===== config.mk =====
export PLATFORM = sky130hd
export DESIGN_NAME = dslab_bank
export DESIGN_NICKNAME = d
export VERILOG_FILES = /design/src/verilog/dslab_pkg.sv /design/src/verilog/dslab_tc_ais.sv /design/src/verilog/dslab_bank.sv
export SDC_FILE = /design/constraint.sdc
export NUM_CORES = 1
export LEC_CHECK = 0
export BUFFER_PORTS_ARGS = -buffer_cell sky130_fd_sc_hd__buf_2
export CORE_MARGIN = 4
export CORE_UTILIZATION = 53
export CTS_CLUSTER_SIZE = 24
export DETAILED_ROUTE_END_ITERATION = 8
export PLACE_DENSITY = 0.83
export SYNTH_ARGS = -nofsm -noshare
export SYNTH_HDL_FRONTEND = slang
export SYNTH_SLANG_ARGS = --single-unit

===== constraint.sdc =====
create_clock -name pclk -period 2.1 [get_ports pclk]
set_clock_uncertainty 0.15 [all_clocks]
set_input_delay 0.105 -clock pclk [delete_from_list [all_inputs] [get_ports pclk]]
set_output_delay 0.105 -clock pclk [all_outputs]
set_load 0.01 [all_outputs]

===== src/verilog/dslab_pkg.sv =====
// package: register map, field layout and constants of the drop-side alarm bank
package dslab_pkg;
   // printed offsets are not all multiples of four: they are indices, byte = 4*index
   localparam logic [11:0] DSLAB_IDX_PTR_FIFO = 12'h115;
   localparam logic [11:0] DSLAB_IDX_TRACE = 12'h116;
   localparam logic [11:0] DSLAB_IDX_TANDEM = 12'h117;
   localparam logic [11:0] DSLAB_IDX_POLARITY = 12'h120;
   localparam logic [11:0] DSLAB_IDX_IRQ_STAT = 12'h121;
   localparam logic [11:0] DSLAB_IDX_IRQ_EN = 12'h122;
   localparam logic [11:0] DSLAB_IDX_IRQ_CLR = 12'h123;
   localparam logic [11:0] DSLAB_IDX_TC_FRAME = 12'h124;
   localparam int DSLAB_ADDR_W = 14;
   localparam int DSLAB_REG_W = 8;
   localparam int DSLAB_NSRC = 14;
   // source vector layout
   localparam int DSLAB_SRC_FIFO = 0;
   localparam int DSLAB_SRC_AIS = 1;
   localparam int DSLAB_SRC_LOP = 2;
   localparam int DSLAB_SRC_NDF = 3;
   localparam int DSLAB_SRC_SIZE = 4;
   localparam int DSLAB_SRC_J2TIM = 5;
   localparam int DSLAB_SRC_J2LOL = 6;
   localparam int DSLAB_SRC_TCLM = 7;
   localparam int DSLAB_SRC_TCLL = 8;
   localparam int DSLAB_SRC_TCTM = 9;
   localparam int DSLAB_SRC_TCAIS = 10;
   localparam int DSLAB_SRC_TCUQ = 11;
   localparam int DSLAB_SRC_TCRDI = 12;
   localparam int DSLAB_SRC_TCODI = 13;
   // bit positions within the registers
   localparam int DSLAB_BIT_FIFO = 4;
   localparam int DSLAB_BIT_AIS = 3;
   localparam int DSLAB_BIT_LOP = 2;
   localparam int DSLAB_BIT_NDF = 1;
   localparam int DSLAB_BIT_SIZE = 0;
   localparam int DSLAB_BIT_J2TIM = 1;
   localparam int DSLAB_BIT_J2LOL = 0;
   localparam int DSLAB_BIT_TCLM = 7;
   localparam int DSLAB_BIT_TCLL = 6;
   localparam int DSLAB_BIT_TCTM = 5;
   localparam int DSLAB_BIT_TCAIS = 4;
   localparam int DSLAB_BIT_TCUQ = 3;
   localparam int DSLAB_BIT_TCRDI = 2;
   localparam int DSLAB_BIT_TCODI = 1;
   // n2 byte bit 4 (bits numbered 1..8 from msb) is vector bit 4
   localparam int DSLAB_N2_AIS_BIT = 4;
   localparam logic [2:0] DSLAB_TC_PERSIST = 3'h5;
   // polarity select codes
   typedef enum logic [1:0] {
      DSLAB_POL_RISE = 2'b00,
      DSLAB_POL_FALL = 2'b01,
      DSLAB_POL_BOTH = 2'b10
   } dslab_pol_t;
   localparam logic [1:0] DSLAB_POL_RESET = 2'h2;
   localparam logic [2:0] DSLAB_IRQ_W = 3'h3;
endpackage : dslab_pkg


===== src/verilog/dslab_tc_ais.sv =====
// tandem-connection ais persistence detector on the n2 byte
`timescale 1ns/100ps
`default_nettype none
module dslab_tc_ais (
   input wire logic pclk,
   input wire logic presetn,
   input wire logic frame_valid,
   input wire logic [7:0] n2_byte,
   output logic tc_alarm_signal
);
   import dslab_pkg::*;
   typedef struct packed {
      logic [2:0] run;
      logic alarm;
   } dslab_tc_st_t;
   dslab_tc_st_t s_q, s_d;
   logic want;
   always_comb begin
      s_d = s_q;
      // bit 4 counted msb-first is bit index 8-4 of the byte
      want = n2_byte[8 - DSLAB_N2_AIS_BIT];
      if (frame_valid) begin
         if (want == s_q.alarm) begin
            s_d.run = '0;
         end else if (s_q.run + 3'h1 >= DSLAB_TC_PERSIST) begin
            s_d.alarm = want;
            s_d.run = '0;
         end else begin
            s_d.run = s_q.run + 3'h1;
         end
      end
   end
   always_ff @(posedge pclk or negedge presetn) begin
      if (!presetn) begin
         s_q <= '0;
      end else begin
         s_q <= s_d;
      end
   end
   assign tc_alarm_signal = s_q.alarm;
endmodule // dslab_tc_ais
`default_nettype wire


===== src/verilog/dslab_bank.sv =====
// latched alarm bank for one a-side drop channel with apb register access
// Summary of operation
// - a bit sets on a source transition of the selected polarity
// - reading a latched register returns the bits and then clears them
// - first register bit 4 latches desynchronizer fifo error
// - first register bit 3 latches tributary alarm indication signal
// - first register bit 2 latches loss of pointer
// - first register bit 1 latches new data flag
// - first register bit 0 latches incorrect pointer size
// - second register bit 1 latches path trace mismatch
// - second register bit 0 latches path trace loss of lock
// - third register bit 7 latches tc loss of multiframe
// - third register bit 6 latches tc trace loss of lock
// - third register bit 5 latches tc trace mismatch
// - third register bit 4 latches tc alarm indication signal
// - third register bit 3 latches tc unequipped
// - third register bit 2 latches tc remote defect indication
// - third register bit 1 latches tc outgoing defect indication
// - tc ais asserts or clears after five equal n2 bit 4 frames
`timescale 1ns/100ps
`default_nettype none
module dslab_bank (
   input wire logic pclk,
   input wire logic presetn,
   input wire logic psel,
   input wire logic penable,
   input wire logic pwrite,
   input wire logic [dslab_pkg::DSLAB_ADDR_W-1:0] paddr,
   input wire logic [31:0] pwdata,
   output logic [31:0] prdata,
   output logic pready,
   output logic pslverr,
   input wire logic [dslab_pkg::DSLAB_NSRC-1:0] alarm_src,
   input wire logic n2_frame_valid,
   input wire logic [7:0] n2_byte,
   output logic irq
);
   import dslab_pkg::*;

   typedef struct packed {
      logic [DSLAB_NSRC-1:0] sync1;
      logic [DSLAB_NSRC-1:0] sync2;
      logic [DSLAB_NSRC-1:0] prev;
      logic prev_valid;
      logic [DSLAB_REG_W-1:0] lat_ptr;
      logic [DSLAB_REG_W-1:0] lat_trace;
      logic [DSLAB_REG_W-1:0] lat_tc;
      logic [1:0] pol;
      logic [DSLAB_IRQ_W-1:0] irq_stat;
      logic [DSLAB_IRQ_W-1:0] irq_en;
      logic tc_frame_seen;
      logic [31:0] rdata;
      logic ready;
      logic slverr;
      logic irq;
   } dslab_st_t;

   dslab_st_t s_q, s_d;
   logic tc_ais;
   logic [DSLAB_NSRC-1:0] live;
   logic [DSLAB_NSRC-1:0] rise;
   logic [DSLAB_NSRC-1:0] fall;
   logic [DSLAB_NSRC-1:0] hit;
   logic [DSLAB_REG_W-1:0] ev_ptr;
   logic [DSLAB_REG_W-1:0] ev_trace;
   logic [DSLAB_REG_W-1:0] ev_tc;
   logic [DSLAB_IRQ_W-1:0] ev_irq;
   logic setup;
   logic rd;
   logic wr;
   logic [11:0] idx;
   logic aligned;

   dslab_tc_ais u_tc_ais (
      .pclk(pclk),
      .presetn(presetn),
      .frame_valid(n2_frame_valid),
      .n2_byte(n2_byte),
      .tc_alarm_signal(tc_ais)
   );

   // per-source edge detection on the synchronised level
   genvar g;
   generate
      for (g = 0; g < DSLAB_NSRC; g++) begin : g_edge
         assign rise[g] = live[g] & ~s_q.prev[g];
         assign fall[g] = ~live[g] & s_q.prev[g];
         assign hit[g] = s_q.prev_valid &
            (((s_q.pol == DSLAB_POL_RISE) & rise[g]) |
             ((s_q.pol == DSLAB_POL_FALL) & fall[g]) |
             ((s_q.pol == DSLAB_POL_BOTH) & (rise[g] | fall[g])));
      end
   endgenerate

   always_comb begin
      live = s_q.sync2;
      // on-chip persistence detector drives the tc ais source
      live[DSLAB_SRC_TCAIS] = tc_ais;
      ev_ptr = '0;
      ev_trace = '0;
      ev_tc = '0;
      ev_ptr[DSLAB_BIT_FIFO] = hit[DSLAB_SRC_FIFO];
      ev_ptr[DSLAB_BIT_AIS] = hit[DSLAB_SRC_AIS];
      ev_ptr[DSLAB_BIT_LOP] = hit[DSLAB_SRC_LOP];
      ev_ptr[DSLAB_BIT_NDF] = hit[DSLAB_SRC_NDF];
      ev_ptr[DSLAB_BIT_SIZE] = hit[DSLAB_SRC_SIZE];
      ev_trace[DSLAB_BIT_J2TIM] = hit[DSLAB_SRC_J2TIM];
      ev_trace[DSLAB_BIT_J2LOL] = hit[DSLAB_SRC_J2LOL];
      ev_tc[DSLAB_BIT_TCLM] = hit[DSLAB_SRC_TCLM];
      ev_tc[DSLAB_BIT_TCLL] = hit[DSLAB_SRC_TCLL];
      ev_tc[DSLAB_BIT_TCTM] = hit[DSLAB_SRC_TCTM];
      ev_tc[DSLAB_BIT_TCAIS] = hit[DSLAB_SRC_TCAIS];
      ev_tc[DSLAB_BIT_TCUQ] = hit[DSLAB_SRC_TCUQ];
      ev_tc[DSLAB_BIT_TCRDI] = hit[DSLAB_SRC_TCRDI];
      ev_tc[DSLAB_BIT_TCODI] = hit[DSLAB_SRC_TCODI];
      ev_irq = {|ev_tc, |ev_trace, |ev_ptr};
   end

   always_comb begin
      s_d = s_q;
      setup = psel & ~penable;
      rd = setup & ~pwrite;
      wr = setup & pwrite;
      idx = paddr[DSLAB_ADDR_W-1:2];
      aligned = (paddr[1:0] == 2'b00);
      s_d.sync1 = alarm_src;
      s_d.sync2 = s_q.sync1;
      s_d.prev = live;
      s_d.prev_valid = 1'b1;
      s_d.ready = setup;
      s_d.slverr = 1'b0;
      if (n2_frame_valid) begin
         s_d.tc_frame_seen = 1'b1;
      end
      // answer computed in setup, presented with pready in the access cycle
      if (setup) begin
         s_d.rdata = '0;
         if (!aligned) begin
            s_d.slverr = 1'b1;
         end else begin
            unique case (idx)
               DSLAB_IDX_PTR_FIFO: begin
                  if (rd) begin
                     s_d.rdata[DSLAB_REG_W-1:0] = s_q.lat_ptr;
                     s_d.lat_ptr = '0;
                  end
               end
               DSLAB_IDX_TRACE: begin
                  if (rd) begin
                     s_d.rdata[DSLAB_REG_W-1:0] = s_q.lat_trace;
                     s_d.lat_trace = '0;
                  end
               end
               DSLAB_IDX_TANDEM: begin
                  if (rd) begin
                     s_d.rdata[DSLAB_REG_W-1:0] = s_q.lat_tc;
                     s_d.lat_tc = '0;
                  end
               end
               DSLAB_IDX_POLARITY: begin
                  if (wr && pwdata[1:0] != 2'b11) begin
                     s_d.pol = pwdata[1:0];
                  end
                  s_d.rdata[1:0] = s_q.pol;
               end
               DSLAB_IDX_IRQ_STAT: begin
                  s_d.rdata[DSLAB_IRQ_W-1:0] = s_q.irq_stat;
               end
               DSLAB_IDX_IRQ_EN: begin
                  if (wr) begin
                     s_d.irq_en = pwdata[DSLAB_IRQ_W-1:0];
                  end
                  s_d.rdata[DSLAB_IRQ_W-1:0] = s_q.irq_en;
               end
               DSLAB_IDX_IRQ_CLR: begin
                  if (wr) begin
                     s_d.irq_stat = s_q.irq_stat &
                        ~pwdata[DSLAB_IRQ_W-1:0];
                  end
               end
               DSLAB_IDX_TC_FRAME: begin
                  s_d.rdata[0] = s_q.tc_frame_seen;
                  if (rd) begin
                     s_d.tc_frame_seen = n2_frame_valid;
                  end
               end
               default: begin
                  s_d.slverr = 1'b1;
               end
            endcase
         end
      end
      // new events override any clear in the same cycle; unused bits stay 0
      s_d.lat_ptr = s_d.lat_ptr | ev_ptr;
      s_d.lat_trace = s_d.lat_trace | ev_trace;
      s_d.lat_tc = s_d.lat_tc | ev_tc;
      s_d.irq_stat = s_d.irq_stat | ev_irq;
      s_d.irq = |(s_d.irq_stat & s_d.irq_en);
   end

   always_ff @(posedge pclk or negedge presetn) begin
      if (!presetn) begin
         s_q <= '0;
         s_q.pol <= DSLAB_POL_RESET;
      end else begin
         s_q <= s_d;
      end
   end

   assign prdata = s_q.rdata;
   assign pready = s_q.ready;
   assign pslverr = s_q.slverr;
   assign irq = s_q.irq;
endmodule // dslab_bank
`default_nettype wire


# == Word level (Yosys, flattened, before mapping) ==
# Index checks and enable logic that the tools add are counted.
# op_classes
n_eq_ne,12
n_mux,30
reduce_logical,10
n_lt_le_gt_ge,1
n_bitwise,167
n_addsub,1
# op_table
operator,count
$eq A12 B9 Y1 const B,8
$and A1 B1 Y1,87
$mux W8,10
$mux W65,1
$or A1 B1 Y1,42
$mux W33,1
$not A1 Y1,31
$mux W3,6
$pmux W5 S3,1
$or A8 B2 Y8,1
$or A8 B5 Y8,1
$or A8 B8 Y8,1
$reduce_or A8 Y1,1
$pmux W1 S7,1
$reduce_or A7 Y1,1
$and A3 B3 Y3,2
$mux W1,6
$pmux W1 S6,1
$pmux W1 S5,1
$reduce_or A5 Y1,1
$logic_not A2 Y1,2
$mux W2,2
$reduce_and A4 Y1,1
$add A3 B1 Y3 const B,1
other kinds (11),11
# word_totals
regBits,91
inputBits,74
out_inout_bits,35

# == Longest topological paths before layout ==
# Gate-level depths: netlist of run 1.
# logic_depth
depth_word,11
depth_mapped,7
mapped_depth_nobuf,7

# == Hierarchy ==
# Synthesis of run 1 repeated with hierarchy kept, for this count alone.
# unflattened
hier_cells,368
area_unflattened_um2,4003.8
# modules_own_cells
mod,cells_each,n_inst,area_each_um2
dslab_bank,346,1,3759.9
dslab_tc_ais,22,1,244.0

# == Worst setup path after synthesis of run 1 ==
# No wires, ideal clock.
# synth_timing
path_type,reg2reg
from,reg s_q[42] (netlist name)
to,"reg s_q, in the netlist irq"
slack_ns,0.216
arrival_ns,1.592
stages_incl_launch_ff,8
setup_ns,0.143
cell_sequence,dfrtp_1 > buf_6 > buf_8 > mux2_1 > o211ai_1 > nand4_1 > o32ai_2 > o221ai_1
# synth_rtl
element,line_no,rtl
start: declaration,dslab_bank.sv:58,"dslab_st_t s_q, s_d;"

==> results.md, run 1 <==
* Top cells by area, synth: dfrtp_1 49%, ha_1 9.4%, buf_4 6.0%, inv_1 5.0%, o21ai_0 3.6%
* Fmax at 487 MHz
* Max Cap Viol at 0
* Synthesized area per cell at 10.8 um2
* Maximum vdd drop at 0.381 mV
* Root Buffer: clkbuf_8
* Final Power at 3050 uW
* Critical path's slowest cell: dfrtp_2
* Worst Setup End Kind: flip-flop
* Synth cell types at 56
* Layout cells sized above 1 at 23.4%
* Startpoint types: flip-flop
* RSZ-0062 raised after global routing: true
* Final WL at 7.57 mm
* Maximum fanout along the worst path at 10
* Post-synth EDFFs at 0
* Number of vias per cell at 5.07
* Critical path class: reg -> reg
* Iteration count of the initial detailed-routing pass at 4
* Worst path arrival time at 2.11 ns
* Routability cong. at 0.882
* Chip Width at 94.7 um
* Cell depth of the worst setup path at 6
* Rows at 31
* Worst Hold Class: in -> reg
* First-pass GRT wire length at 12.2 mm
* Post-Syn Area at 3990 um2
* # nets final at 544
* CTS buffer count at 9
* # DRC at 0
* Setup TNS at 0 ns
* Skew-Pair Late Insertion Delay at 0.34 ns
* Ports at 109
* Vias in the first global route at 2,732
* PortBufs at 47
* WP buf/inv at 1
* Final Slew Violations at 0
* Ant. Diodes at 0
* Longest Clk Path Bufs at 2
* Initial antenna violation count at 0
* Max stage delay on crit path at 0.40 ns
* Final HPWL DP at 5.34 mm
* Via count at 2,760
* Area of the die at 8970 um2
* Count leader, synth: dfrtp_1
* Antenna Violating Nets Remaining at 0
* Reg2reg path depth at 6
* Synth Instances at 368
* Clock sinks at 79
* Synthesis Warnings at 0
* 1st-iter DRT viols at 142
* Share of the synthesized area in the top cell type at 49.0%
* Gr ovfl total at 0
* Register area share after synthesis at 49.6%
* Number of synthesized register bits at 79
* Top cells by count, synth: 78 x dfrtp_1, 53 x inv_1, 32 x buf_4
* Dominant synthesized flop cell: dfrtp_1
* H-tree depth at 3
* CP delay by family, top: compound AO/OA/AOI/OAI gates
* Status: finished clean
* Routed length per instance at 13.9 um
* Cell taking the most area after synthesis: dfrtp_1
* Starting density of the core at 54.6%
* Largest net degree at the start of global routing at 42
* Core area at 7290 um2
* Die Height at 94.7 um
* Tmin final at 2.05 ns
* Final hold violation count at 0
* CP required at 2.16 ns
* CTS tree: built
* Power per cell area at 653 nW/um2
* Total global-route track usage at 17.6%
* Clock-pin slew on the worst setup and hold paths at 0.08 ns
* Critical path, cell by cell: buf_12 -> mux2_2 -> o211ai_1 -> nand4_1 -> o32ai_2 -> o221ai_1
* Leak at 0.00239 uW
* Post-synth ARST share at 100%
* Layout area overhead at 17.3%
* Fin crit share at 97.7%
* Worst hold path depth at 3
* Final-report setup violation count at 0
==> worst paths after layout <==
| path | from | to | slack, ns |
|---|---|---|---|
| worst max-delay path | s_q[42]$_DFFE_PN0P_ | irq$_DFF_PN0_ | 0.05 |
| worst min-delay path | pwdata[2] | s_q[38]$_DFF_PN0_ | 0.02 |
| min in group asynchronous | presetn | prdata[6]$_DFFE_PN0N_ | 0.13 |
| max in group asynchronous | presetn | s_q[43]$_DFFE_PN1P_ | 1.03 |
| worst min register to register | s_d[94]$_DFF_PN0_ | live[11]$_DFF_PN0_ | 0.20 |
| worst max register to register | s_q[42]$_DFFE_PN0P_ | irq$_DFF_PN0_ | 0.05 |
==> registers in the layout, indices dropped and copies added (netlist names) <==
signal                    cells
s_q                          38
u_tc_ais.s_q                  3
prdata                        8
s_d                          13
irq                           1
u_tc_ais.tc_alarm_signal      1
live                         13
pready                        1
pslverr                       1
==> tightest hold or removal path, cell delays in order <==
cell	delay, ns
buf_2	0.10
and3_2	0.18
or2_2	0.10
==> cells in the final DEF (no fill, tap or decap), drive strengths merged, types with 8 or more instances in the layout <==
master,count
buf,59
o211ai,8
dlygate4sd3,22
conb,25
dfrtp,78
o21ai,29
inv,53
mux2,9
clkbuf,11
nand2,19
mux2i,10
ha,30
==> report_power, final <==
group          total (uW)  leakage (uW)  internal, uW  switching, uW
registers            1650      0.000904          1590           56.0
logic                 413       0.00139           179            234
clock network         991     0.0000918           455            536
total                3050       0.00239          2230            827
==> cell type report <==
class | count | area (um2)
flip-flops and latches | 79 | 1980
inverters | 53 | 199
fillers | 587 | 2620
well taps | 99 | 124
repair buffers | 82 | 598
multi-input cells | 215 | 1600
clock buffers | 10 | 138
clock inverters | 6 | 36.3
==> layer usage <==
metal	global-route usage [%]	vias up	wire length [um]
met1	22.3	1336	3250
met5	0	-	0
li1	-	1333	-
met2	29.2	81	3750
met4	7.09	0	116
met3	3.75	10	461
==> cell families (layout without fill, tap and decap cells) <==
kind of cell | count (synthesis) | in the layout | share of synthesized area [%]
adder cells (fa/ha/maj) | 30 | 30 | 9.42
AND/OR/NAND/NOR | 66 | 66 | 10.2
XOR/XNOR | 2 | 2 | 0.440
multiplexers | 19 | 19 | 5.06
buffers and inverters | 97 | 151 | 12.7
AO/OA/AOI/OAI | 73 | 73 | 12.3
other | 2 | 25 | 0.188
flip-flops | 79 | 79 | 49.6
==> stage by stage <==
| stage | utilization, % | area, um2 | hold slack, ns | std cells | setup slack, ns |
|---|---|---|---|---|---|
| finish | 64.1 | 4670 | 0.0229 | 544 | 0.0477 |
| floorplan | - | 4070 | -0.341 | 391 | 0.216 |
| global route | 64.1 | 4670 | 0.0186 | 544 | -0.0981 |
| CTS | 63.2 | 4610 | 0.00924 | 540 | 0.0261 |
| detailed placement | 57.8 | 4220 | -0.0456 | 502 | 0.0485 |
| global placement | 57.8 | 4220 | -0.0460 | 502 | 0.0781 |
==> what timing repair did <==
item                                    in CTS  in global routing
endpoints found under the setup margin       0                  2
resized for setup                            0                  5
buffers inserted                             0                  3
hold buffers                                22                  0
endpoints found under the hold margin      101                  0
No activity file was read; power rests on OpenSTA's default activity.
==> inputs of run 2 (changes only) <==
--- a/config.mk
+++ b/config.mk
@@ -11,6 +11,7 @@
 export CTS_CLUSTER_SIZE = 24
 export DETAILED_ROUTE_END_ITERATION = 8
 export PLACE_DENSITY = 0.83
+export RECOVER_POWER = 50
 export SYNTH_ARGS = -nofsm -noshare
 export SYNTH_HDL_FRONTEND = slang
 export SYNTH_SLANG_ARGS = --single-unit
==> results.md, run 2 (synthesized netlist as in run 1, its figures left out) <==
* Gr ovfl total at 0 (unchanged)
* Worst Slack Setup Final at 0.0446 ns (was 0.0477 ns)
* PortBufs at 47 (unchanged)
* Chip Width at 94.7 um (unchanged)
* DR top layer: met4 (unchanged)
* Die Height at 94.7 um (unchanged)
* Critical path class: reg -> reg (unchanged)
* Register Area at 1980 um2 (unchanged)
* Routability cong. at 0.882 (unchanged)
* 1st-iter DRT viols at 148 (was 142)
* Clock sinks at 79 (unchanged)
* Final Cell Area at 4660 um2 (was 4670 um2)
* Final Hold Slack at 0.0215 ns (was 0.0229 ns)
* Ports at 109 (unchanged)
* Via count at 2,768 (was 2,760)
* Most frequent cells in the layout: 77 x dfrtp_1, 53 x inv_1, 46 x buf_2 (unchanged)
* Slew @ Worst Pin at 0.903 ns
* Total global-route track usage at 17.6% (unchanged)
* Final-report setup violation count at 0 (unchanged)
* Worst path arrival time at 2.12 ns (was 2.11 ns)
* Startpoint types: flip-flop (unchanged)
* Skew-Pair Late Insertion Delay at 0.34 ns (about the same)
* Status: finished clean (unchanged)
* Reg2reg path depth at 6 (unchanged)
* Iteration count of the initial detailed-routing pass at 4 (unchanged)
* Final HPWL DP at 5.34 mm (unchanged)
* WL met1 at 3.22 mm (was 3.25 mm)
* Power per cell area at 655 nW/um2 (was 653 nW/um2)
* First-pass GRT wire length at 12.2 mm (unchanged)
* Tmin final at 2.06 ns (was 2.05 ns)
* Initial antenna violation count at 0 (unchanged)
* Vias in the first global route at 2,732 (unchanged)
* # nets final at 544 (unchanged)
* Maximum vdd drop at 0.381 mV (about the same)
* # DRC at 0 (unchanged)
* Worst hold path depth at 3 (unchanged)
* Post-DP Area at 4220 um2 (unchanged)
* Rows at 31 (unchanged)
* Routed length per instance at 13.9 um (about the same)
* Maximum fanout along the worst path at 10 (unchanged)
* Layout cells sized above 1 at 23.1% (was 23.4%)
* Starting density of the core at 54.6% (unchanged)
* Antenna Violating Nets Remaining at 0 (unchanged)
* Slew HR at 39.8%
* Worst Setup End Kind: flip-flop (unchanged)
* H-tree depth at 3 (unchanged)
* DP Worst Slack at 0.0485 ns (unchanged)
* Metal2 WL at 3.74 mm (was 3.75 mm)
* Max Cap Viol at 0 (unchanged)
* Most common cell after layout, fill and taps aside: dfrtp_1 (unchanged)
* Met3 wire len at 479 um (was 461 um)
* CTS tree: built (unchanged)
* Longest Clk Path Bufs at 2 (unchanged)
* RSZ-0062 raised after global routing: true (unchanged)
* Fmax at 487 MHz (about the same)
* Largest net degree at the start of global routing at 42 (unchanged)
* Fin crit share at 97.9% (was 97.7%)
* Final Slew Violations at 0 (unchanged)
* Ant. Diodes at 0 (unchanged)
* Largest Register: s_q (unchanged)
* CP required at 2.16 ns (about the same)
* Root Buffer: clkbuf_8 (unchanged)
* Number of vias per cell at 5.09 (was 5.07)
* Area of the die at 8970 um2 (unchanged)
* Clock-pin slew on the worst setup and hold paths at 0.08 ns (about the same)
* # fillers at 591 (was 587)
* Leak at 0.00238 uW (was 0.00239 uW)
* Final hold violation count at 0 (unchanged)
* Core area at 7290 um2 (unchanged)
* Layout area overhead at 16.8% (was 17.3%)
* Worst Hold Class: in -> reg (unchanged)
* Final WL at 7.56 mm (was 7.57 mm)
* CTS buffer count at 9 (unchanged)
* Max reg flops at 38 (unchanged)
* Area of the multi-input gates at 1600 um2 (unchanged)
[run 2: cell types whose count changed in the layout (fill, tap and decap cells not counted)]
cell      before  now
buf_12         2    1
buf_4         11    9
clkbuf_2       0    1
clkbuf_4       0    1
clkbuf_1       0    1
[run 2: report_power, final]
group	switching (uW)	internal, uW	total [uW]
Sequential	56.1	1590	1650
Combinational	234	174	408
Clock	535	455	990
Total	825	2220	3050
[run 2: final timing paths]
kind	end	slack (ns)	startpoint
hold reg to reg	live[11]$_DFF_PN0_	0.20	s_d[94]$_DFF_PN0_
hold / removal	s_q[38]$_DFF_PN0_	0.02	pwdata[2]
setup reg to reg	irq$_DFF_PN0_	0.04	s_q[42]$_DFFE_PN0P_
min in group asynchronous	prdata[6]$_DFFE_PN0N_	0.29	presetn
max in group asynchronous	s_q[42]$_DFFE_PN0P_	0.34	presetn
setup / recovery	irq$_DFF_PN0_	0.04	s_q[42]$_DFFE_PN0P_
[run 2: what timing repair did]
action | 4_1_cts | 5_1_grt
resized for setup | 0 | 5
hold endpoints to repair | 101 | 0
endpoints found under the setup margin | 0 | 2
buffers inserted | 0 | 3
hold buffers | 22 | 0
[run 2: cell type report]
| class | count | area share, % |
|---|---|---|
| clock buffers | 10 | 2.96 |
| clock inverters | 6 | 0.779 |
| repair buffers | 82 | 12.4 |
| multi-input cells | 215 | 34.4 |
| well taps | 99 | 2.66 |
| inverters | 53 | 4.27 |
| flip-flops and latches | 79 | 42.5 |
[run 2: metrics by stage]
step           power [uW]  cells  TNS (ns)  utilization (%)
4_1_cts              3060    540         0             63.2
2_1_floorplan        1920    391         0                -
3_3_place_gp         2000    502         0             57.8
6_report             3050    544         0             63.8
5_1_grt              3220    544    -0.107             63.8
3_5_place_dp         2050    502         0             57.8
[run 2: worst max-delay path: stages, from the launching register on]
cell and delay, ns:
dfrtp_2 0.40, buf_12 0.14, mux2_2 0.34, o211ai_1 0.27, nand4_1 0.21, o32ai_2 0.26, o221ai_1 0.15
[run 2: metal layers]
metal / vias to the layer above / global-route usage (%)
li1: 1337 / -
met5: - / 0
met1: 1338 / 22.3
met2: 83 / 29.2
met3: 10 / 3.75
met4: 0 / 7.09
